$ cat src/nptx_defines.svh
// constants of the nibble payload transmit interface
`ifndef NPTX_DEFINES_SVH
`define NPTX_DEFINES_SVH

// clock and nibble timing
`define NPTX_CLK_PERIOD_NS 8
`define NPTX_REF_FREQ_KHZ 44736
`define NPTX_NIB_FREQ_KHZ 11184
`define NPTX_DIV (`NPTX_REF_FREQ_KHZ / `NPTX_NIB_FREQ_KHZ)
`define NPTX_LONG_SLOT 5
`define NPTX_SAMPLE_EDGE 3

// frame structure
`define NPTX_BITS_PER_FRAME 4704
`define NPTX_NIB_PER_FRAME (`NPTX_BITS_PER_FRAME / 4)
`define NPTX_LONG_GAPS 14
`define NPTX_GROUP (`NPTX_NIB_PER_FRAME / `NPTX_LONG_GAPS)

// buffer shape
`define NPTX_FIFO_DEPTH 32
`define NPTX_FIFO_WIDTH 5

// register offsets
`define NPTX_ADDR_MODE 8'h00
`define NPTX_ADDR_STATUS 8'h01
`define NPTX_ADDR_IDX_LO 8'h02
`define NPTX_ADDR_IDX_HI 8'h03
`define NPTX_ADDR_LEVEL 8'h04

// operating mode fields and reset value
`define NPTX_MODE_LOOPBACK 7
`define NPTX_MODE_DS3_SEL 6
`define NPTX_MODE_LOS_EN 5
`define NPTX_MODE_SOFT_RST 4
`define NPTX_MODE_INT_EN_RST 3
`define NPTX_MODE_FRAME_FMT 2
`define NPTX_MODE_TIMSEL_HI 1
`define NPTX_MODE_TIMSEL_LO 0
`define NPTX_MODE_RESET 8'h00
`define NPTX_TIMSEL_SLAVE 2'h1

`endif

$ cat src/nptx_pkg.sv
// types and shared decoding of the nibble payload transmit interface
`include "nptx_defines.svh"

package nptx_pkg;

    // framing mode of the transmit side
    typedef enum logic [1:0] {
        NPTX_IDLE   = 2'b00,
        NPTX_SLAVE  = 2'b01,
        NPTX_MASTER = 2'b10
    } nptx_mode_e;

    typedef logic [10:0] nptx_idx_t;

    // true for the final payload nibble of a frame
    function automatic logic nptx_is_last(input nptx_idx_t idx);
        return idx == 11'(`NPTX_NIB_PER_FRAME - 1);
    endfunction : nptx_is_last

endpackage : nptx_pkg

$ cat src/nptx_if.sv
// carriers between the transmit interface top, its buffer and its slot timer
`timescale 1ns/10ps

interface nptx_stream_if #(parameter int WIDTH = 5, parameter int LW = 6);
    logic [WIDTH-1:0] data;
    logic valid;
    logic ready;
    logic [LW-1:0] level;
    modport wr_m (output data, output valid, input ready, input level);
    modport wr_s (input data, input valid, output ready, output level);
    modport rd_s (output data, output valid, input ready);
    modport rd_m (input data, input valid, output ready);
endinterface : nptx_stream_if

interface nptx_slot_if;
    logic run;
    logic hold;
    logic resync;
    logic [2:0] phase;
    logic [10:0] idx;
    modport gen (input run, input hold, input resync, output phase, output idx);
    modport user (output run, output hold, output resync, input phase, input idx);
endinterface : nptx_slot_if

$ cat src/nptx_fifo.sv
// payload buffer between the nibble sampler and the transmit path
`timescale 1ns/10ps

module nptx_fifo #(
    parameter int WIDTH = 5,
    parameter int DEPTH = 32
) (
    input wire logic clk_i,
    input wire logic rst_i,
    input wire logic ce_i,
    input wire logic flush_i,
    nptx_stream_if.wr_s in_if,
    nptx_stream_if.rd_s out_if
);
    localparam int AW = $clog2(DEPTH);

    logic [WIDTH-1:0] mem_ff [DEPTH];
    logic [AW-1:0] wr_ptr_ff;
    logic [AW-1:0] rd_ptr_ff;
    logic [AW:0] count_ff;
    logic push;
    logic pop;

    // handshakes and flags
    assign in_if.ready = count_ff != (AW+1)'(DEPTH);
    assign in_if.level = count_ff;
    assign out_if.valid = count_ff != '0;
    assign out_if.data = mem_ff[rd_ptr_ff];
    assign push = in_if.valid && in_if.ready;
    assign pop = out_if.valid && out_if.ready;

    // storage, written at the write index
    always_ff @(posedge clk_i) begin
        if (ce_i && push) begin
            mem_ff[wr_ptr_ff] <= in_if.data;
        end
    end

    // pointers and fill count
    always_ff @(posedge clk_i or posedge rst_i) begin
        if (rst_i) begin
            wr_ptr_ff <= '0;
            rd_ptr_ff <= '0;
            count_ff <= '0;
        end else if (ce_i) begin
            if (flush_i) begin
                wr_ptr_ff <= '0;
                rd_ptr_ff <= '0;
                count_ff <= '0;
            end else begin
                if (push) begin
                    wr_ptr_ff <= wr_ptr_ff + 1'b1;
                end
                if (pop) begin
                    rd_ptr_ff <= rd_ptr_ff + 1'b1;
                end
                if (push && !pop) begin
                    count_ff <= count_ff + 1'b1;
                end else if (pop && !push) begin
                    count_ff <= count_ff - 1'b1;
                end
            end
        end
    end

endmodule : nptx_fifo

$ cat src/nptx_slot_gen.sv
// nibble slot timer: reference cycles per slot and nibble index in the frame
`timescale 1ns/10ps

module nptx_slot_gen
    import nptx_pkg::*;
(
    input wire logic clk_i,
    input wire logic rst_i,
    input wire logic ce_i,
    nptx_slot_if.gen slot
);
    logic [2:0] phase_ff;
    nptx_idx_t idx_ff;
    logic [6:0] grp_ff;
    logic [2:0] last_phase;
    logic slot_end;

    assign slot.phase = phase_ff;
    assign slot.idx = idx_ff;

    // one slot in each group of nibbles is a cycle longer
    assign last_phase = (grp_ff == 7'(`NPTX_GROUP - 1)) ? 3'(`NPTX_LONG_SLOT - 1)
                                                        : 3'(`NPTX_DIV - 1);
    assign slot_end = phase_ff == last_phase;

    // phase within the slot; a buffer one entry short of full stalls before the clock pulse
    always_ff @(posedge clk_i or posedge rst_i) begin
        if (rst_i) begin
            phase_ff <= '0;
        end else if (ce_i) begin
            if (!slot.run) begin
                phase_ff <= '0;
            end else if (phase_ff == '0 && slot.hold) begin
                phase_ff <= '0;
            end else if (slot_end) begin
                phase_ff <= '0;
            end else begin
                phase_ff <= phase_ff + 1'b1;
            end
        end
    end

    // nibble index and group position, restarted by the frame reference
    always_ff @(posedge clk_i or posedge rst_i) begin
        if (rst_i) begin
            idx_ff <= '0;
            grp_ff <= '0;
        end else if (ce_i) begin
            if (!slot.run) begin
                idx_ff <= '0;
                grp_ff <= '0;
            end else if (slot.resync) begin
                idx_ff <= 11'h001;
                grp_ff <= 7'h01;
            end else if (slot_end) begin
                idx_ff <= nptx_is_last(idx_ff) ? '0 : idx_ff + 1'b1;
                grp_ff <= (grp_ff == 7'(`NPTX_GROUP - 1)) ? '0 : grp_ff + 1'b1;
            end
        end
    end

endmodule : nptx_slot_gen

$ cat src/nptx_top.sv
// nibble-parallel payload transmit interface of one framer channel
//
// What this block does
// payload nibble sampled on third reference edge after each nibble clock rise
// reference clock divided by four drives the nibble clock output
// exactly 1176 nibble clock pulses per frame, one per payload nibble
// slots are 4 reference periods, 14 per frame are 5 periods
// only payload nibbles cross this port, never overhead positions
// payload lines captured in the slot opened by the nibble clock rise
// terminal drives each nibble on the nibble clock rising edge
// terminal pulses frame reference for one period with first nibble
// in frame-slave mode a frame reference rising edge restarts the frame
// in frame-master mode frames run freely from the reference clock
// in frame-master mode boundary output high during the last nibble
// overhead indicator held low while nibble modes run
// nibble select pin high; timing select 01 slave, 1x master
// operating mode register at 0x00 with its seven read-write fields
// long slots spread evenly, one per 84 nibbles
//
// The strobed register port was left to the implementer.
`timescale 1ns/10ps

module nptx_top
    import nptx_pkg::*;
(
    input wire logic clk_i,
    input wire logic rst_i,
    input wire logic ce_i,
    input wire logic [7:0] reg_addr_i,
    input wire logic [7:0] reg_wdata_i,
    input wire logic reg_wr_i,
    input wire logic reg_rd_i,
    output logic [7:0] reg_rdata_o,
    input wire logic nibble_interface_select_i,
    input wire logic [3:0] tx_payload_nibble_in_i,
    input wire logic frame_reference_in_i,
    output logic nibble_clock_out_o,
    output logic frame_boundary_out_o,
    output logic overhead_indicator_o,
    output logic [3:0] tx_data_o,
    output logic tx_first_o,
    output logic tx_valid_o,
    input wire logic tx_ready_i
);
    localparam int LW = $clog2(`NPTX_FIFO_DEPTH) + 1;

    ////////////////////////////////////////////////////////////////////////////
    // declarations

    logic [7:0] mode_reg_ff;
    logic [7:0] rd_data_ff;
    nptx_mode_e mode_ff;
    nptx_mode_e nxt_mode;
    logic sel_s1_ff;
    logic sel_s2_ff;
    logic [3:0] nib_s1_ff;
    logic [3:0] nib_s2_ff;
    logic ref_s1_ff;
    logic ref_s2_ff;
    logic ref_prev_ff;
    logic smp1_ff;
    logic smp2_ff;
    logic first1_ff;
    logic first2_ff;
    logic nib_clk_ff;
    logic boundary_ff;
    logic ovh_ind_ff;
    logic [3:0] out_data_ff;
    logic out_first_ff;
    logic out_valid_ff;
    logic run;
    logic soft_rst;
    logic push_first;
    logic take_out;
    logic [1:0] timsel;

    nptx_stream_if #(.WIDTH(`NPTX_FIFO_WIDTH), .LW(LW)) wr_bus ();
    nptx_stream_if #(.WIDTH(`NPTX_FIFO_WIDTH), .LW(LW)) rd_bus ();
    nptx_slot_if slot_bus ();

    ////////////////////////////////////////////////////////////////////////////
    // pin synchronisers, two stages each

    // the first stage feeds only the second
    always_ff @(posedge clk_i or posedge rst_i) begin
        if (rst_i) begin
            sel_s1_ff <= 1'b0;
            sel_s2_ff <= 1'b0;
        end else if (ce_i) begin
            sel_s1_ff <= nibble_interface_select_i;
            sel_s2_ff <= sel_s1_ff;
        end
    end

    // payload lines, first stage taken every reference edge
    always_ff @(posedge clk_i or posedge rst_i) begin
        if (rst_i) begin
            nib_s1_ff <= 4'h0;
            nib_s2_ff <= 4'h0;
        end else if (ce_i) begin
            nib_s1_ff <= tx_payload_nibble_in_i;
            nib_s2_ff <= nib_s1_ff;
        end
    end

    // frame reference input, aligned with the payload lines
    always_ff @(posedge clk_i or posedge rst_i) begin
        if (rst_i) begin
            ref_s1_ff <= 1'b0;
            ref_s2_ff <= 1'b0;
        end else if (ce_i) begin
            ref_s1_ff <= frame_reference_in_i;
            ref_s2_ff <= ref_s1_ff;
        end
    end

    ////////////////////////////////////////////////////////////////////////////
    // operating mode register and mode selection

    assign timsel = mode_reg_ff[`NPTX_MODE_TIMSEL_HI:`NPTX_MODE_TIMSEL_LO];
    assign soft_rst = mode_reg_ff[`NPTX_MODE_SOFT_RST];

    // all eight bits are read-write storage
    always_ff @(posedge clk_i or posedge rst_i) begin
        if (rst_i) begin
            mode_reg_ff <= `NPTX_MODE_RESET;
        end else if (ce_i && reg_wr_i && reg_addr_i == `NPTX_ADDR_MODE) begin
            mode_reg_ff <= reg_wdata_i;
        end
    end

    // nibble select pin and timing select pick the framing mode
    always_comb begin
        nxt_mode = NPTX_IDLE;
        if (sel_s2_ff && !soft_rst) begin
            case (timsel)
                `NPTX_TIMSEL_SLAVE: nxt_mode = NPTX_SLAVE;
                2'b10: nxt_mode = NPTX_MASTER;
                2'b11: nxt_mode = NPTX_MASTER; // low bit ignored, see
                default: nxt_mode = NPTX_IDLE;
            endcase
        end
    end

    // mode state
    always_ff @(posedge clk_i or posedge rst_i) begin
        if (rst_i) begin
            mode_ff <= NPTX_IDLE;
        end else if (ce_i) begin
            mode_ff <= nxt_mode;
        end
    end

    // the slot timer runs in either local-timed nibble mode
    always_comb begin
        case (mode_ff)
            NPTX_SLAVE: run = 1'b1;
            NPTX_MASTER: run = 1'b1;
            default: run = 1'b0;
        endcase
    end

    ////////////////////////////////////////////////////////////////////////////
    // slot timer

    assign slot_bus.run = run;
    // stall before the clock pulse while a pending nibble could overflow the buffer
    assign slot_bus.hold = wr_bus.level >= LW'(`NPTX_FIFO_DEPTH - 1);
    // a rising frame reference marks the nibble just pushed as nibble zero
    assign slot_bus.resync = mode_ff == NPTX_SLAVE && wr_bus.valid && push_first;

    nptx_slot_gen u_slot (
        .clk_i(clk_i),
        .rst_i(rst_i),
        .ce_i(ce_i),
        .slot(slot_bus)
    );

    // nibble clock high for the first two reference periods of each slot
    always_ff @(posedge clk_i or posedge rst_i) begin
        if (rst_i) begin
            nib_clk_ff <= 1'b0;
        end else if (ce_i) begin
            nib_clk_ff <= run && !(slot_bus.phase == 3'h0 && slot_bus.hold)
                          && slot_bus.phase <= 3'h1 && slot_bus.phase != 3'h1
                          || run && slot_bus.phase == 3'h1;
        end
    end

    ////////////////////////////////////////////////////////////////////////////
    // sampling pipeline

    // strobe at the third reference edge after the nibble clock rise
    always_ff @(posedge clk_i or posedge rst_i) begin
        if (rst_i) begin
            smp1_ff <= 1'b0;
            smp2_ff <= 1'b0;
            first1_ff <= 1'b0;
            first2_ff <= 1'b0;
        end else if (ce_i) begin
            smp1_ff <= run && slot_bus.phase == 3'(`NPTX_SAMPLE_EDGE);
            smp2_ff <= run && smp1_ff;
            first1_ff <= slot_bus.idx == '0;
            first2_ff <= first1_ff;
        end
    end

    // nibble zero comes from the own count in master mode, from the reference in slave
    always_comb begin
        case (mode_ff)
            NPTX_SLAVE: push_first = ref_s2_ff && !ref_prev_ff;
            NPTX_MASTER: push_first = first2_ff;
            default: push_first = 1'b0;
        endcase
    end

    // reference level remembered at each sample for edge detection
    always_ff @(posedge clk_i or posedge rst_i) begin
        if (rst_i) begin
            ref_prev_ff <= 1'b0;
        end else if (ce_i && smp2_ff) begin
            ref_prev_ff <= ref_s2_ff;
        end
    end

    // only payload nibbles enter the buffer
    assign wr_bus.valid = smp2_ff;
    assign wr_bus.data = {push_first, nib_s2_ff};

    ////////////////////////////////////////////////////////////////////////////
    // payload buffer and output stage

    nptx_fifo #(
        .WIDTH(`NPTX_FIFO_WIDTH),
        .DEPTH(`NPTX_FIFO_DEPTH)
    ) u_fifo (
        .clk_i(clk_i),
        .rst_i(rst_i),
        .ce_i(ce_i),
        .flush_i(soft_rst),
        .in_if(wr_bus),
        .out_if(rd_bus)
    );

    assign take_out = !out_valid_ff || tx_ready_i;
    assign rd_bus.ready = take_out;

    // register stage toward the transmit path
    always_ff @(posedge clk_i or posedge rst_i) begin
        if (rst_i) begin
            out_valid_ff <= 1'b0;
            out_data_ff <= 4'h0;
            out_first_ff <= 1'b0;
        end else if (ce_i) begin
            if (soft_rst) begin
                out_valid_ff <= 1'b0;
            end else if (take_out) begin
                out_valid_ff <= rd_bus.valid;
                out_data_ff <= rd_bus.data[3:0];
                out_first_ff <= rd_bus.data[4];
            end
        end
    end

    ////////////////////////////////////////////////////////////////////////////
    // frame boundary and overhead indicator

    // boundary pulse spans the slot of the last nibble in master mode
    always_ff @(posedge clk_i or posedge rst_i) begin
        if (rst_i) begin
            boundary_ff <= 1'b0;
        end else if (ce_i) begin
            boundary_ff <= mode_ff == NPTX_MASTER && nptx_is_last(slot_bus.idx);
        end
    end

    // overhead is generated internally, so the indicator never rises
    always_ff @(posedge clk_i or posedge rst_i) begin
        if (rst_i) begin
            ovh_ind_ff <= 1'b0;
        end else if (ce_i) begin
            ovh_ind_ff <= 1'b0;
        end
    end

    ////////////////////////////////////////////////////////////////////////////
    // register read port, data valid the cycle after the strobe

    always_ff @(posedge clk_i or posedge rst_i) begin
        if (rst_i) begin
            rd_data_ff <= 8'h00;
        end else if (ce_i) begin
            rd_data_ff <= 8'h00;
            if (reg_rd_i) begin
                case (reg_addr_i)
                    `NPTX_ADDR_MODE: rd_data_ff <= mode_reg_ff;
                    `NPTX_ADDR_STATUS: rd_data_ff <= {3'h0, sel_s2_ff, rd_bus.valid,
                                                      !wr_bus.ready, mode_ff};
                    `NPTX_ADDR_IDX_LO: rd_data_ff <= slot_bus.idx[7:0];
                    `NPTX_ADDR_IDX_HI: rd_data_ff <= {5'h00, slot_bus.idx[10:8]};
                    `NPTX_ADDR_LEVEL: rd_data_ff <= 8'(wr_bus.level);
                    default: rd_data_ff <= 8'h00;
                endcase
            end
        end
    end

    ////////////////////////////////////////////////////////////////////////////
    // outputs, all from flip-flops

    assign reg_rdata_o = rd_data_ff;
    assign nibble_clock_out_o = nib_clk_ff;
    assign frame_boundary_out_o = boundary_ff;
    assign overhead_indicator_o = ovh_ind_ff;
    assign tx_data_o = out_data_ff;
    assign tx_first_o = out_first_ff;
    assign tx_valid_o = out_valid_ff;

endmodule : nptx_top

$ cat config.mk
export PLATFORM = sky130hd
export DESIGN_NAME = nptx_top
export DESIGN_NICKNAME = d
export VERILOG_FILES = /design/src/nptx_pkg.sv /design/src/nptx_if.sv /design/src/nptx_fifo.sv /design/src/nptx_slot_gen.sv /design/src/nptx_top.sv
export VERILOG_INCLUDE_DIRS = /design/src /design/src/src
export SDC_FILE = /design/constraint.sdc
export NUM_CORES = 1
export LEC_CHECK = 0
export ABC_AREA = 0
export BUFFER_PORTS_ARGS = -buffer_cell sky130_fd_sc_hd__buf_2
export CORE_MARGIN = 8
export CORE_UTILIZATION = 60
export DETAILED_ROUTE_END_ITERATION = 12
export GPL_TIMING_DRIVEN = 0
export HOLD_SLACK_MARGIN = 0.15
export PLACE_DENSITY = 0.85
export SLEW_MARGIN = 25
export SYNTH_ARGS = -nofsm -noshare
export SYNTH_HDL_FRONTEND = slang
export SYNTH_HIERARCHICAL = 1
export SYNTH_SLANG_ARGS = --single-unit
$ cat constraint.sdc
create_clock -name clk_i -period 3.4 [get_ports clk_i]
set_input_delay 0.17 -clock clk_i [delete_from_list [all_inputs] [get_ports clk_i]]
set_output_delay 0.17 -clock clk_i [all_outputs]
set_load 0.02 [all_outputs]
==> results of run 1 <==
[per-stage QoR]
| stage | util | TNS (ns) |
|---|---|---|
| finish | 0.6924 | 0 |
| global route | 0.6923 | 0 |
| CTS | 0.6915 | 0 |
| detailed placement | 0.6341 | 0 |
| global placement | 0.6323 | -6.614 |
| floorplan | - | 0 |
[synth_stat cells (all sizes together), types with 3 or more instances]
cell and count:
nand3b 4, a31oi 4, and3 5, o41ai 5, dfrtp 80, or2 7, nor2 56, or4 5
ha 15, inv 33, mux2i 8, o31ai 18, nand4 8, edfxtp 160, mux2 34, xor2 6
nor2b 7, nand3 19, o22ai 10, clkbuf 20, o21ai 33, nor4 3, nand2 27, a21oi 3
a21o 3, mux4 50, nor3 11, buf 15, nand2b 12, or3 3, o32ai 3
[where the power goes]
part / internal [mW] / switching [mW] / leakage (nW)
clock network: 1.43 / 1.05 / 0.345
logic: 0.903 / 0.938 / 1.62
registers: 3.29 / 0.199 / 2.55
total: 5.62 / 2.19 / 4.52
[routing by layer]
metal / wire length, um / up-vias / global-route usage
met5: 0 / - / 0
li1: - / 2929 / -
met4: 885 / 0 / 0.09036
met3: 2275 / 78 / 0.04112
met1: 9300 / 3529 / 0.2903
met2: 12740 / 424 / 0.3874
[registers in the layout, indices dropped and copies added, names as in the netlist, 2 cells and up]
signal and flops:
nib_s2_ff 4, u_fifo/mem_ff 160, u_slot/slot.phase 3, u_fifo/wr_ptr_ff 5, mode_reg_ff 8, nib_s1_ff 4, u_slot/grp_ff 7, u_slot/slot.idx 11
tx_data_o 4, reg_rdata_o 8, u_fifo/in_if.level 6, u_fifo/rd_ptr_ff 5, mode_ff 2
[what timing repair did]
| item | 4_1_cts | 5_1_grt |
|---|---|---|
| resized for setup | 0 | 1 |
| hold endpoints to repair | 106 | 0 |
| hold buffers | 29 | 0 |
| endpoints found under the setup margin | 0 | 1 |
[worst max-delay path: cells and delay by family (launching register included)]
kind	cells	cell delay (ns)
and+or+nand+nor	4	1.04
AOI/OAI and AO/OA	4	0.90
DFF	1	0.46
buffers and inverters	2	0.36
adders and majority gates	1	0.26
[cells by family after synthesis]
family	Yosys count	share of synthesized area
adder cells (fa/ha/maj)	16	0.01941
multiplexers	92	0.1485
buffers and inverters	68	0.02701
flip-flops	240	0.6360
other	1	0.0003504
XOR/XNOR	7	0.005729
AO/OA/AOI/OAI	97	0.06360
AND/OR/NAND/NOR	187	0.09938
[path summary, 6_finish.rpt]
path	endpoint	slack, ns	depth (start not counted)
max in group asynchronous	u_slot/grp_ff[0]$_DFFE_PP0P_	2.41	3
hold reg to reg	nib_s1_ff[1]$_DFFE_PP0P_	0.50	1
hold / removal	reg_rdata_o[4]$_DFFE_PP0P_	0.22	4
setup / recovery	u_fifo/in_if.level[5]$_DFFE_PP0P_	0.24	11
min in group asynchronous	reg_rdata_o[5]$_DFFE_PP0P_	0.29	3
setup reg to reg	u_fifo/in_if.level[5]$_DFFE_PP0P_	0.24	11
[cell type report]
| cell class | instances | area (um^2) | share of cell area |
|---|---|---|---|
| multi-input cells | 400 | 3620 | 0.2951 |
| clock buffers | 31 | 615.6 | 0.05018 |
| flip-flops and latches | 240 | 6812 | 0.5552 |
| clock inverters | 11 | 112.6 | 0.009179 |
| diodes | 3 | 7.507 | 0.0006119 |
| well taps | 229 | 286.5 | 0.02336 |
| repair buffers | 73 | 525.5 | 0.04284 |
| plain buffers | 35 | 165.2 | 0.01346 |
| inverters | 33 | 123.9 | 0.01010 |
==> impl_metrics.prom, run 1 <==
# TYPE chip_impl_metric gauge
chip_impl_info{name="setup.worst_path.start_class",value="flip-flop"} 1
chip_impl_metric{name="firstDrtPassIters",unit=""} 5
chip_impl_info{name="cts_root_buf",value="clkbuf_16"} 1
chip_impl_metric{name="ys_async_sr_fraction",unit=""} 0.3333
chip_impl_metric{name="max_freq",unit="MHz"} 316.7
chip_impl_metric{name="routedWlPerCell",unit="um"} 23.89
chip_impl_metric{name="placed_cells",unit=""} 981
chip_impl_metric{name="place.port_buffers",unit=""} 43
chip_impl_metric{name="synthDistinctLibCells",unit=""} 79
chip_impl_metric{name="synth-seq-cells",unit=""} 240
chip_impl_metric{name="synthesis_to_layout_area_growth",unit="%"} 14.64
chip_impl_metric{name="cpPeakStageDelay",unit="ns"} 0.53
chip_impl_info{name="outcome",value="finished, final reports clean"} 1
chip_impl_metric{name="antenna_left",unit=""} 0
chip_impl_metric{name="clkTransAtPathRegs",unit="ns"} 0.06
chip_impl_metric{name="grt_start_max_net_pins",unit=""} 34
chip_impl_metric{name="drive_above_1_share",unit=""} 0.2454
chip_impl_info{name="clock_tree_from_tritoncts",value="done"} 1
chip_impl_metric{name="drv_slew",unit=""} 0
chip_impl_metric{name="gp_congestion",unit=""} 0.9160
chip_impl_info{name="timing.setup.critical_path_class",value="reg -> reg"} 1
chip_impl_metric{name="die_area",unit="mm^2"} 0.02237
chip_impl_metric{name="cts.path.max_buffers",unit=""} 3
chip_impl_info{name="yosys.area.top_type",value="edfxtp_1"} 1
chip_impl_metric{name="io_pins",unit=""} 45
chip_impl_metric{name="final.hold.worst_slack",unit="ns"} 0.2220
chip_impl_metric{name="timing.critical_path.arrival",unit="ns"} 3.55
chip_impl_metric{name="synth_largest_type_area_fraction",unit=""} 0.4490
chip_impl_info{name="crit_top_cell",value="buf_2"} 1
chip_impl_info{name="post_synth_main_area_contributors",value="edfxtp_1 45%, dfrtp_1 19%, mux4_2 11%"} 1
chip_impl_metric{name="timing.final.ws_setup",unit="ns"} 0.2424
chip_impl_info{name="crit-reg2reg-launch",value="u_fifo/in_if.level[0]$_DFFE_PP0P_"} 1
chip_impl_metric{name="avgViaCountPerCell",unit=""} 6.597
chip_impl_metric{name="count_of_flip_flops_with_a_built_in_enable_after_synthesis",unit=""} 160
chip_impl_metric{name="power_density_over_the_cells",unit="mW/mm^2"} 636.4
chip_impl_metric{name="final-setup-viol-count",unit=""} 0
chip_impl_metric{name="static-leakage-power",unit="nW"} 4.516
chip_impl_metric{name="chipWidth",unit="um"} 149.6
chip_impl_metric{name="cts_setup_buffers",unit=""} 0
chip_impl_metric{name="total_power",unit="mW"} 7.807
chip_impl_metric{name="route.vias.total",unit=""} 6960
chip_impl_metric{name="fin_nets",unit=""} 850
chip_impl_info{name="cp_slowest_cell",value="or4_1"} 1
chip_impl_info{name="cp_cell_sequence",value="or4_1 > buf_2 > o21a_1 > buf_2 > nand2_2 > ha_1 > a211oi_1 > o21ai_0 > nand4_1 > or2b_1 > a211o_1"} 1
chip_impl_metric{name="clock_latency",unit="ns"} 0.51
chip_impl_info{name="cp-end-kind",value="flip-flop"} 1
chip_impl_info{name="worst_hold_path_type",value="in -> reg"} 1
chip_impl_metric{name="stdcell_count",unit=""} 1055
chip_impl_metric{name="design.core.area",unit="mm^2"} 0.01772
chip_impl_metric{name="grt_pass1_vias",unit=""} 7007
chip_impl_metric{name="timing_worst_slew_pin_value",unit="ns"} 0.8841
chip_impl_metric{name="worst_ep_required_time",unit="ns"} 3.79
chip_impl_metric{name="cts_htree_levels",unit=""} 1
chip_impl_info{name="worstSetupStartpoint",value="u_fifo/in_if.level[0]$_DFFE_PP0P_"} 1
chip_impl_metric{name="yosys_warnings",unit=""} 6
chip_impl_metric{name="layout.filler_cells",unit=""} 1055
chip_impl_metric{name="maxCapViolations",unit=""} 0
chip_impl_metric{name="grt_use_total",unit=""} 0.2294
chip_impl_metric{name="mappedNetlistNets",unit=""} 752
chip_impl_metric{name="fin_skew",unit="ns"} 0.01154
chip_impl_info{name="hold_path_startpoint",value="reg_addr_i[0]"} 1
chip_impl_metric{name="synth_area",unit="mm^2"} 0.01070
chip_impl_metric{name="routed_wl",unit="um"} 25200
chip_impl_metric{name="clock_sink_count",unit=""} 240
chip_impl_metric{name="finalCriticalPeriod",unit="ns"} 3.158
chip_impl_metric{name="std_cell_rows",unit=""} 49
chip_impl_metric{name="wire_length_of_the_first_global_routing_pass",unit="um"} 39400
chip_impl_metric{name="drtIter0Drc",unit=""} 683
chip_impl_metric{name="die_span_in_y",unit="um"} 149.6
chip_impl_metric{name="dpl_worst_slack",unit="ns"} 0.2338
chip_impl_metric{name="hold_viol",unit=""} 0
chip_impl_info{name="setup_repair_after_global_routing_missed_its_margin",value="false"} 1
chip_impl_info{name="layout.cells.most_common_list",value="160 x edfxtp_1, 76 x dfrtp_1, 56 x nor2_1, 51 x buf_2, 50 x mux4_2"} 1
chip_impl_metric{name="grt-ovfl-total",unit=""} 0
chip_impl_info{name="mostFrequentLayoutCell",value="edfxtp_1"} 1
chip_impl_metric{name="post-route-cell-area",unit="mm^2"} 0.01227
chip_impl_metric{name="grt_antenna_before_repair",unit=""} 2
chip_impl_metric{name="placement.cell_area",unit="mm^2"} 0.01123
chip_impl_metric{name="initial_utilization",unit=""} 0.6040
chip_impl_metric{name="max_slew_margin",unit=""} 0.4042
chip_impl_metric{name="timing.final.crit_share",unit=""} 0.9287
chip_impl_metric{name="num_cts_buffers",unit=""} 23
chip_impl_metric{name="place.detailed.hpwl",unit="um"} 15600
chip_impl_metric{name="synth.avg_cell_area",unit="um^2"} 15.12
chip_impl_metric{name="drcViolationCount",unit=""} 0
chip_impl_metric{name="netlist_instances",unit=""} 708
chip_impl_metric{name="vdd_ir_drop_max",unit="mV"} 0.4100
chip_impl_info{name="yosys_most_used_dff",value="edfxtp_1"} 1
chip_impl_metric{name="synth-seq-area-share",unit=""} 0.6360
chip_impl_metric{name="critical_path_peak_fanout",unit=""} 10
Note: power is estimated with default switching activity, not from simulation.
==> inputs of run 2 (changes only) <==
--- a/config.mk
+++ b/config.mk
@@ -10,6 +10,7 @@
 export BUFFER_PORTS_ARGS = -buffer_cell sky130_fd_sc_hd__buf_2
 export CORE_MARGIN = 8
 export CORE_UTILIZATION = 60
+export CTS_BUF_LIST = sky130_fd_sc_hd__clkbuf_4 sky130_fd_sc_hd__clkbuf_8
 export DETAILED_ROUTE_END_ITERATION = 12
 export GPL_TIMING_DRIVEN = 0
 export HOLD_SLACK_MARGIN = 0.15
==> impl_metrics.prom, run 2 (same netlist as run 1, synthesis figures left out) <==
# TYPE chip_impl_metric gauge
chip_impl_metric{name="cts_resized",unit=""} 0
chip_impl_metric{name="wire_length_of_the_first_global_routing_pass",unit="um"} 38790
chip_impl_metric{name="drtIter0Drc",unit=""} 782
chip_impl_info{name="layout.cells.most_common_list",value="160 x edfxtp_1, 76 x dfrtp_1, 56 x nor2_1, 51 x buf_2, 50 x mux4_2"} 1
chip_impl_metric{name="dpl_worst_slack",unit="ns"} 0.2338
chip_impl_metric{name="timing.reg2reg.worst_path_depth",unit=""} 11
chip_impl_metric{name="grt-ovfl-total",unit=""} 0
chip_impl_info{name="mostFrequentLayoutCell",value="edfxtp_1"} 1
chip_impl_metric{name="max_slew_margin",unit=""} 0.4132
chip_impl_metric{name="placed_cells",unit=""} 981
chip_impl_metric{name="placement.cell_area",unit="mm^2"} 0.01123
chip_impl_metric{name="cpPeakStageDelay",unit="ns"} 0.53
chip_impl_metric{name="stdcell_count",unit=""} 1078
chip_impl_metric{name="cts_htree_levels",unit=""} 2
chip_impl_metric{name="power.share.switching",unit=""} 0.2837
chip_impl_metric{name="clock_sink_count",unit=""} 240
chip_impl_metric{name="cellInternalPower",unit="mW"} 5.531
chip_impl_metric{name="timing.final.crit_share",unit=""} 0.9475
chip_impl_metric{name="std_cell_rows",unit=""} 49
chip_impl_metric{name="p_switching",unit="mW"} 2.191
chip_impl_metric{name="total_power",unit="mW"} 7.721
chip_impl_metric{name="final-setup-viol-count",unit=""} 0
chip_impl_metric{name="fin_skew",unit="ns"} 0.02398
chip_impl_metric{name="largest_register_ff_count",unit=""} 160
chip_impl_info{name="outcome",value="finished, final reports clean"} 1
chip_impl_metric{name="drive_above_1_share",unit=""} 0.2748
chip_impl_metric{name="die_area",unit="mm^2"} 0.02237
chip_impl_metric{name="grt_antenna_before_repair",unit=""} 0
chip_impl_metric{name="totalNegativeSetupSlack",unit="ns"} 0
chip_impl_metric{name="grt_use_total",unit=""} 0.2256
chip_impl_info{name="cp-end-kind",value="flip-flop"} 1
chip_impl_metric{name="vdd_ir_drop_max",unit="mV"} 0.3530
chip_impl_metric{name="clkTransAtPathRegs",unit="ns"} 0.06
chip_impl_metric{name="grt_pass1_vias",unit=""} 7078
chip_impl_metric{name="finalCoreUtilization",unit=""} 0.6940
chip_impl_metric{name="num_cts_buffers",unit=""} 38
chip_impl_metric{name="max_freq",unit="MHz"} 310.4
chip_impl_metric{name="antenna_left",unit=""} 0
chip_impl_metric{name="drv_slew",unit=""} 0
chip_impl_metric{name="power.share.sequential",unit=""} 0.452
chip_impl_metric{name="routed_wl",unit="um"} 24600
chip_impl_metric{name="synthesis_to_layout_area_growth",unit="%"} 14.91
chip_impl_metric{name="io_pins",unit=""} 45
chip_impl_metric{name="firstDrtPassIters",unit=""} 7
chip_impl_metric{name="gp_congestion",unit=""} 0.9160
chip_impl_info{name="worst_hold_path_type",value="in -> reg"} 1
chip_impl_info{name="cp_cell_sequence",value="or4_1 > buf_2 > o21a_1 > buf_2 > nand2_1 > ha_1 > a211oi_1 > o21ai_0 > nand4_1 > or2b_1 > a211o_1"} 1
chip_impl_metric{name="critical_path_peak_fanout",unit=""} 10
chip_impl_metric{name="post-route-cell-area",unit="mm^2"} 0.01230
chip_impl_metric{name="avgViaCountPerCell",unit=""} 6.488
chip_impl_metric{name="worst_ep_required_time",unit="ns"} 3.81
chip_impl_metric{name="final.hold.worst_slack",unit="ns"} 0.1673
chip_impl_metric{name="critical_path.n_buffers_inverters",unit=""} 2
chip_impl_metric{name="place.port_buffers",unit=""} 43
chip_impl_info{name="setup_repair_after_global_routing_missed_its_margin",value="false"} 1
chip_impl_metric{name="timing.critical_path.arrival",unit="ns"} 3.63
chip_impl_metric{name="drcViolationCount",unit=""} 0
chip_impl_info{name="setup.worst_path.start_class",value="flip-flop"} 1
chip_impl_info{name="cp_slowest_cell",value="or4_1"} 1
chip_impl_metric{name="die_span_in_y",unit="um"} 149.6
chip_impl_metric{name="cts_setup_buffers",unit=""} 0
chip_impl_metric{name="timing.final.ws_setup",unit="ns"} 0.1786
chip_impl_metric{name="power_density_over_the_cells",unit="mW/mm^2"} 627.9
chip_impl_metric{name="design.core.area",unit="mm^2"} 0.01772
chip_impl_metric{name="fin_nets",unit=""} 865
chip_impl_info{name="cp_top_family",value="simple AND/OR/NAND/NOR gates"} 1
chip_impl_metric{name="hold_viol",unit=""} 0
chip_impl_info{name="timing.setup.critical_path_class",value="reg -> reg"} 1
chip_impl_info{name="crit_top_cell",value="buf_2"} 1
chip_impl_info{name="cts_root_buf",value="clkbuf_8"} 1
chip_impl_metric{name="place.detailed.hpwl",unit="um"} 15600
chip_impl_metric{name="clock_power_share",unit=""} 0.314
chip_impl_metric{name="finalCriticalPeriod",unit="ns"} 3.221
chip_impl_metric{name="maxCapViolations",unit=""} 0
chip_impl_metric{name="cts.path.max_buffers",unit=""} 3
chip_impl_metric{name="timing.critical_path.depth",unit=""} 11
chip_impl_metric{name="routedWlPerCell",unit="um"} 22.82
chip_impl_metric{name="layout.filler_cells",unit=""} 1062
chip_impl_metric{name="chipWidth",unit="um"} 149.6
chip_impl_metric{name="static-leakage-power",unit="nW"} 4.580
chip_impl_metric{name="timing_worst_slew_pin_value",unit="ns"} 0.8707
chip_impl_metric{name="grt_start_max_net_pins",unit=""} 34
chip_impl_metric{name="comb_power_share",unit=""} 0.234
chip_impl_info{name="clock_tree_from_tritoncts",value="done"} 1
chip_impl_metric{name="route.vias.total",unit=""} 6994
chip_impl_metric{name="clock_latency",unit="ns"} 0.54
chip_impl_metric{name="initial_utilization",unit=""} 0.6040
chip_impl_info{name="largest_register",value="u_fifo/mem_ff"} 1
chip_impl_metric{name="whs_path_depth",unit=""} 4
-- run 2: changes by cell type in the layout (fill, tap and decap cells not counted), moves of 2 or more --
cell	change
clkbuf_16	-23
diode_2	-2
clkinv_2	+3
clkbuf_4	+12
bufinv_16	-2
clkbuf_8	+44
clkinvlp_4	-2
clkbuf_1	-7
-- run 2: worst paths after layout --
| kind | from | to | slack [ns] |
|---|---|---|---|
| setup reg to reg | u_fifo/in_if.level[0]$_DFFE_PP0P_ | u_fifo/in_if.level[5]$_DFFE_PP0P_ | 0.18 |
| setup / recovery | u_fifo/in_if.level[0]$_DFFE_PP0P_ | u_fifo/in_if.level[5]$_DFFE_PP0P_ | 0.18 |
| hold / removal | reg_addr_i[0] | reg_rdata_o[4]$_DFFE_PP0P_ | 0.17 |
| min in group asynchronous | rst_i | reg_rdata_o[7]$_DFFE_PP0P_ | 0.25 |
| hold reg to reg | nib_s1_ff[1]$_DFFE_PP0P_ | nib_s1_ff[1]$_DFFE_PP0P_ | 0.50 |
| max in group asynchronous | rst_i | u_slot/grp_ff[1]$_DFFE_PP0P_ | 2.43 |
-- run 2: routing by layer --
layer / global-route usage / vias up / part of all wire
li1: - / 2966 / -
met1: 0.2867 / 3536 / 0.38
met2: 0.3748 / 416 / 0.51
met3: 0.04354 / 76 / 0.083
met4: 0.09440 / 0 / 0.031
met5: 0 / - / 0
-- run 2: worst min-delay path, cell delays in order --
cell and delay [ns]:
buf_2 0.12, nor2_1 0.11, a31oi_1 0.18, o22ai_1 0.08
-- run 2: area by class of cell --
cell class              instances  area [um^2]  area share
flip-flops and latches        240         6812      0.5539
clock inverters                10        55.05    0.004477
repair buffers                 73        525.5     0.04274
plain buffers                  35        165.2     0.01343
diodes                          1        2.502   0.0002035
multi-input cells             400         3617      0.2942
clock buffers                  57        709.4     0.05769
inverters                      33        123.9     0.01007
well taps                     229        286.5     0.02330
-- run 2: power groups by stage --
stage	clock [mW]	combinational [mW]	sequential (mW)
final	2.42	1.81	3.49
after global routing	2.59	1.93	3.51
after CTS	2.45	1.80	3.49
after detailed placement	0	1.76	3.54
after global placement	0	1.69	3.52
after floorplan	0	1.30	3.51
-- run 2: repair_timing --
item | in CTS | in global routing
hold buffers | 29 | 0
hold endpoints to repair | 108 | 0
setup endpoints to repair | 0 | 0
==> inputs of run 3 (changes only) <==
--- a/config.mk
+++ b/config.mk
@@ -7,14 +7,13 @@
 export NUM_CORES = 1
 export LEC_CHECK = 0
 export ABC_AREA = 0
-export BUFFER_PORTS_ARGS = -buffer_cell sky130_fd_sc_hd__buf_2
 export CORE_MARGIN = 8
-export CORE_UTILIZATION = 60
-export CTS_BUF_LIST = sky130_fd_sc_hd__clkbuf_4 sky130_fd_sc_hd__clkbuf_8
+export CORE_UTILIZATION = 50
 export DETAILED_ROUTE_END_ITERATION = 12
+export DONT_BUFFER_PORTS = 1
 export GPL_TIMING_DRIVEN = 0
 export HOLD_SLACK_MARGIN = 0.15
-export PLACE_DENSITY = 0.85
+export PLACE_DENSITY = 0.72
 export SLEW_MARGIN = 25
 export SYNTH_ARGS = -nofsm -noshare
 export SYNTH_HDL_FRONTEND = slang
==> impl_metrics.prom, run 3 (same netlist as run 1, synthesis figures left out) <==
# TYPE chip_impl_metric gauge
chip_impl_metric{name="cts_htree_levels",unit=""} 1
chip_impl_metric{name="place.detailed.hpwl",unit="um"} 15570
chip_impl_info{name="largest_register",value="u_fifo/mem_ff"} 1
chip_impl_info{name="worst_hold_path_type",value="in -> reg"} 1
chip_impl_info{name="outcome",value="finished, final reports clean"} 1
chip_impl_metric{name="routed_wl",unit="um"} 23790
chip_impl_metric{name="io_pins",unit=""} 45
chip_impl_metric{name="grt_antenna_before_repair",unit=""} 1
chip_impl_metric{name="cts_setup_buffers",unit=""} 0
chip_impl_metric{name="worst_ep_required_time",unit="ns"} 3.82
chip_impl_metric{name="dpl_worst_slack",unit="ns"} 0.2198
chip_impl_metric{name="power.share.switching",unit=""} 0.2743
chip_impl_metric{name="met3WireLength",unit="um"} 1561
chip_impl_metric{name="drv_slew",unit=""} 0
chip_impl_info{name="worstReg2RegEnd",value="u_fifo/in_if.level[5]$_DFFE_PP0P_"} 1
chip_impl_metric{name="total_power",unit="mW"} 8.139
chip_impl_metric{name="timing.final.crit_share",unit=""} 0.9335
chip_impl_metric{name="critical_path_peak_fanout",unit=""} 10
chip_impl_metric{name="stdcell_count",unit=""} 1064
chip_impl_metric{name="initial_utilization",unit=""} 0.5091
chip_impl_metric{name="timing_worst_slew_pin_value",unit="ns"} 0.9468
chip_impl_metric{name="drcViolationCount",unit=""} 0
chip_impl_metric{name="cpPeakStageDelay",unit="ns"} 0.54
chip_impl_metric{name="comb_power_share",unit=""} 0.211
chip_impl_metric{name="timing.critical_path.arrival",unit="ns"} 3.59
chip_impl_info{name="layout.cells.most_common_list",value="160 x edfxtp_1, 76 x dfrtp_1, 56 x nor2_1, 50 x mux4_2"} 1
chip_impl_metric{name="timing.reg2reg.worst_path_depth",unit=""} 11
chip_impl_metric{name="cellInternalPower",unit="mW"} 5.907
chip_impl_info{name="crit-reg2reg-launch",value="u_fifo/in_if.level[0]$_DFFE_PP0P_"} 1
chip_impl_metric{name="post-route-cell-area",unit="mm^2"} 0.01231
chip_impl_metric{name="final.hold.worst_slack",unit="ns"} 0.1617
chip_impl_metric{name="grt_pass1_vias",unit=""} 6643
chip_impl_metric{name="layout.area.seq",unit="mm^2"} 0.006812
chip_impl_info{name="crit_top_cell",value="buf_2"} 1
chip_impl_metric{name="clock_power_share",unit=""} 0.355
chip_impl_metric{name="die_span_in_y",unit="um"} 162.3
chip_impl_metric{name="num_cts_buffers",unit=""} 25
chip_impl_metric{name="avgViaCountPerCell",unit=""} 6.075
chip_impl_metric{name="drive_above_1_share",unit=""} 0.2119
chip_impl_metric{name="grt_use_total",unit=""} 0.1804
chip_impl_metric{name="grt-ovfl-total",unit=""} 0
chip_impl_metric{name="route.vias.total",unit=""} 6464
chip_impl_metric{name="placed_cells",unit=""} 985
chip_impl_metric{name="critical_path.n_buffers_inverters",unit=""} 2
chip_impl_info{name="timing.setup.critical_path_class",value="reg -> reg"} 1
chip_impl_metric{name="whs_path_depth",unit=""} 4
chip_impl_metric{name="design.core.area",unit="mm^2"} 0.02102
chip_impl_metric{name="cts.path.max_buffers",unit=""} 3
chip_impl_metric{name="clock_sink_count",unit=""} 240
chip_impl_info{name="cp_top_family",value="simple AND/OR/NAND/NOR gates"} 1
chip_impl_metric{name="final-setup-viol-count",unit=""} 0
chip_impl_metric{name="static-leakage-power",unit="nW"} 4.433
chip_impl_metric{name="maxCapViolations",unit=""} 0
chip_impl_metric{name="largest_register_ff_count",unit=""} 160
chip_impl_metric{name="layout.filler_cells",unit=""} 1509
chip_impl_metric{name="vdd_ir_drop_max",unit="mV"} 0.3985
chip_impl_metric{name="r2r_slack",unit="ns"} 0.23
chip_impl_metric{name="multi_input_comb_area",unit="mm^2"} 0.003620
chip_impl_metric{name="max_slew_margin",unit=""} 0.3619
chip_impl_metric{name="power_density_over_the_cells",unit="mW/mm^2"} 661.1
chip_impl_metric{name="wire_length_of_the_first_global_routing_pass",unit="um"} 37210
chip_impl_info{name="cp-end-kind",value="flip-flop"} 1
chip_impl_metric{name="p_switching",unit="mW"} 2.233
chip_impl_metric{name="chipWidth",unit="um"} 162.3
chip_impl_metric{name="wl_met2",unit="um"} 12150
chip_impl_metric{name="placement.cell_area",unit="mm^2"} 0.01110
chip_impl_metric{name="power.share.sequential",unit=""} 0.434
chip_impl_info{name="cts_root_buf",value="clkbuf_16"} 1
chip_impl_metric{name="finalCriticalPeriod",unit="ns"} 3.174
chip_impl_info{name="cp_cell_sequence",value="or4_1 > buf_2 > o21a_1 > buf_2 > nand2_2 > ha_1 > a211oi_1 > o21ai_0 > nand4_1 > or2b_1 > a211o_1"} 1
chip_impl_metric{name="hold_viol",unit=""} 0
chip_impl_metric{name="drtIter0Drc",unit=""} 633
chip_impl_metric{name="timing.final.ws_setup",unit="ns"} 0.2263
chip_impl_info{name="mostFrequentLayoutCell",value="edfxtp_1"} 1
chip_impl_metric{name="place.port_buffers",unit=""} 0
chip_impl_metric{name="grt_start_max_net_pins",unit=""} 34
chip_impl_info{name="clock_tree_from_tritoncts",value="done"} 1
chip_impl_metric{name="gp_congestion",unit=""} 0.8552
chip_impl_metric{name="fin_skew",unit="ns"} 0.007436
chip_impl_metric{name="clkTransAtPathRegs",unit="ns"} 0.06
chip_impl_metric{name="die_area",unit="mm^2"} 0.02634
chip_impl_metric{name="std_cell_rows",unit=""} 53
chip_impl_info{name="setup_repair_after_global_routing_missed_its_margin",value="false"} 1
chip_impl_info{name="min_to",value="reg_rdata_o[2]$_DFFE_PP0P_"} 1
chip_impl_metric{name="antenna_left",unit=""} 0
chip_impl_info{name="setup.worst_path.start_class",value="flip-flop"} 1
chip_impl_metric{name="max_freq",unit="MHz"} 315.1
chip_impl_metric{name="firstDrtPassIters",unit=""} 5
chip_impl_metric{name="routedWlPerCell",unit="um"} 22.36
chip_impl_info{name="highest-signal-layer",value="met4"} 1
chip_impl_metric{name="fin_nets",unit=""} 813
chip_impl_info{name="hold_path_startpoint",value="reg_addr_i[2]"} 1
chip_impl_info{name="cp_slowest_cell",value="or4_1"} 1
chip_impl_metric{name="clock_latency",unit="ns"} 0.53
chip_impl_metric{name="synthesis_to_layout_area_growth",unit="%"} 15.05
chip_impl_metric{name="detail_route.wirelength.met1",unit="um"} 9445
==> run 3: cell count changes in the layout (fill, tap and decap cells not counted), moves of 5 or more <==
cell / delta
clkbuf_4: -12
clkbuf_16: +25
buf_2: -43
clkbuf_8: -45
bufinv_16: +5
==> run 3: worst reg2reg max path: stages (launching register included) <==
cell and delay, ns:
dfrtp_1 0.46, or4_1 0.54, buf_2 0.18, o21a_1 0.20, buf_2 0.18, nand2_2 0.13
ha_1 0.26, a211oi_1 0.31, o21ai_0 0.19, nand4_1 0.14, or2b_1 0.24, a211o_1 0.25
==> run 3: what timing repair did <==
action | 4_1_cts | 5_1_grt
endpoints found under the setup margin | 0 | 1
resized for setup | 0 | 1
hold buffers | 32 | 0
hold endpoints to repair | 133 | 0
==> run 3: power groups by stage <==
stage	sequential [mW]	clock, mW	combinational (mW)
floorplan	3.51	0	1.30
global placement	3.58	0	1.62
detailed placement	3.60	0	1.67
CTS	3.54	2.94	1.72
global route	3.56	3.03	1.83
finish	3.54	2.89	1.72
==> run 3: how the worst max path moves through the flow <==
stage / end / startpoint / slack [ns] / cells after the start
2_1_floorplan: u_slot/slot.idx[7]$_DFFE_PP0P_ / mode_ff[0]$_DFFE_PP0P_ / 0.34 / 9
3_3_place_gp: u_slot/slot.idx[7]$_DFFE_PP0P_ / mode_ff[0]$_DFFE_PP0P_ / -0.64 / 9
3_5_place_dp: u_fifo/in_if.level[5]$_DFFE_PP0P_ / u_fifo/in_if.level[0]$_DFFE_PP0P_ / 0.22 / 11
4_1_cts: u_fifo/in_if.level[5]$_DFFE_PP0P_ / u_fifo/in_if.level[0]$_DFFE_PP0P_ / 0.19 / 11
5_1_grt: u_fifo/in_if.level[5]$_DFFE_PP0P_ / u_fifo/in_if.level[0]$_DFFE_PP0P_ / 0.06 / 11
6_report: u_fifo/in_if.level[5]$_DFFE_PP0P_ / u_fifo/in_if.level[0]$_DFFE_PP0P_ / 0.23 / 11
==> run 3: cell type report <==
| class | count | area share |
|---|---|---|
| diodes | 1 | 0.0002033 |
| well taps | 275 | 0.02795 |
| inverters | 33 | 0.01006 |
| multi-input cells | 400 | 0.2940 |
| clock buffers | 28 | 0.05173 |
| flip-flops and latches | 240 | 0.5533 |
| repair buffers | 34 | 0.02988 |
| plain buffers | 35 | 0.01341 |
| clock inverters | 18 | 0.01951 |
==> run 3: stage by stage <==
stage,setup TNS (ns),utilization
6_report,0,0.5857
5_1_grt,0,0.5857
4_1_cts,0,0.5852
3_5_place_dp,0,0.5282
3_3_place_gp,-8.857,0.5254
2_1_floorplan,0,-
==> run 3: routing by layer <==
layer,up-vias,GRT usage
li1,2881,-
met1,3290,0.2337
met2,246,0.3057
met3,47,0.02835
met4,0,0.05892
met5,-,0
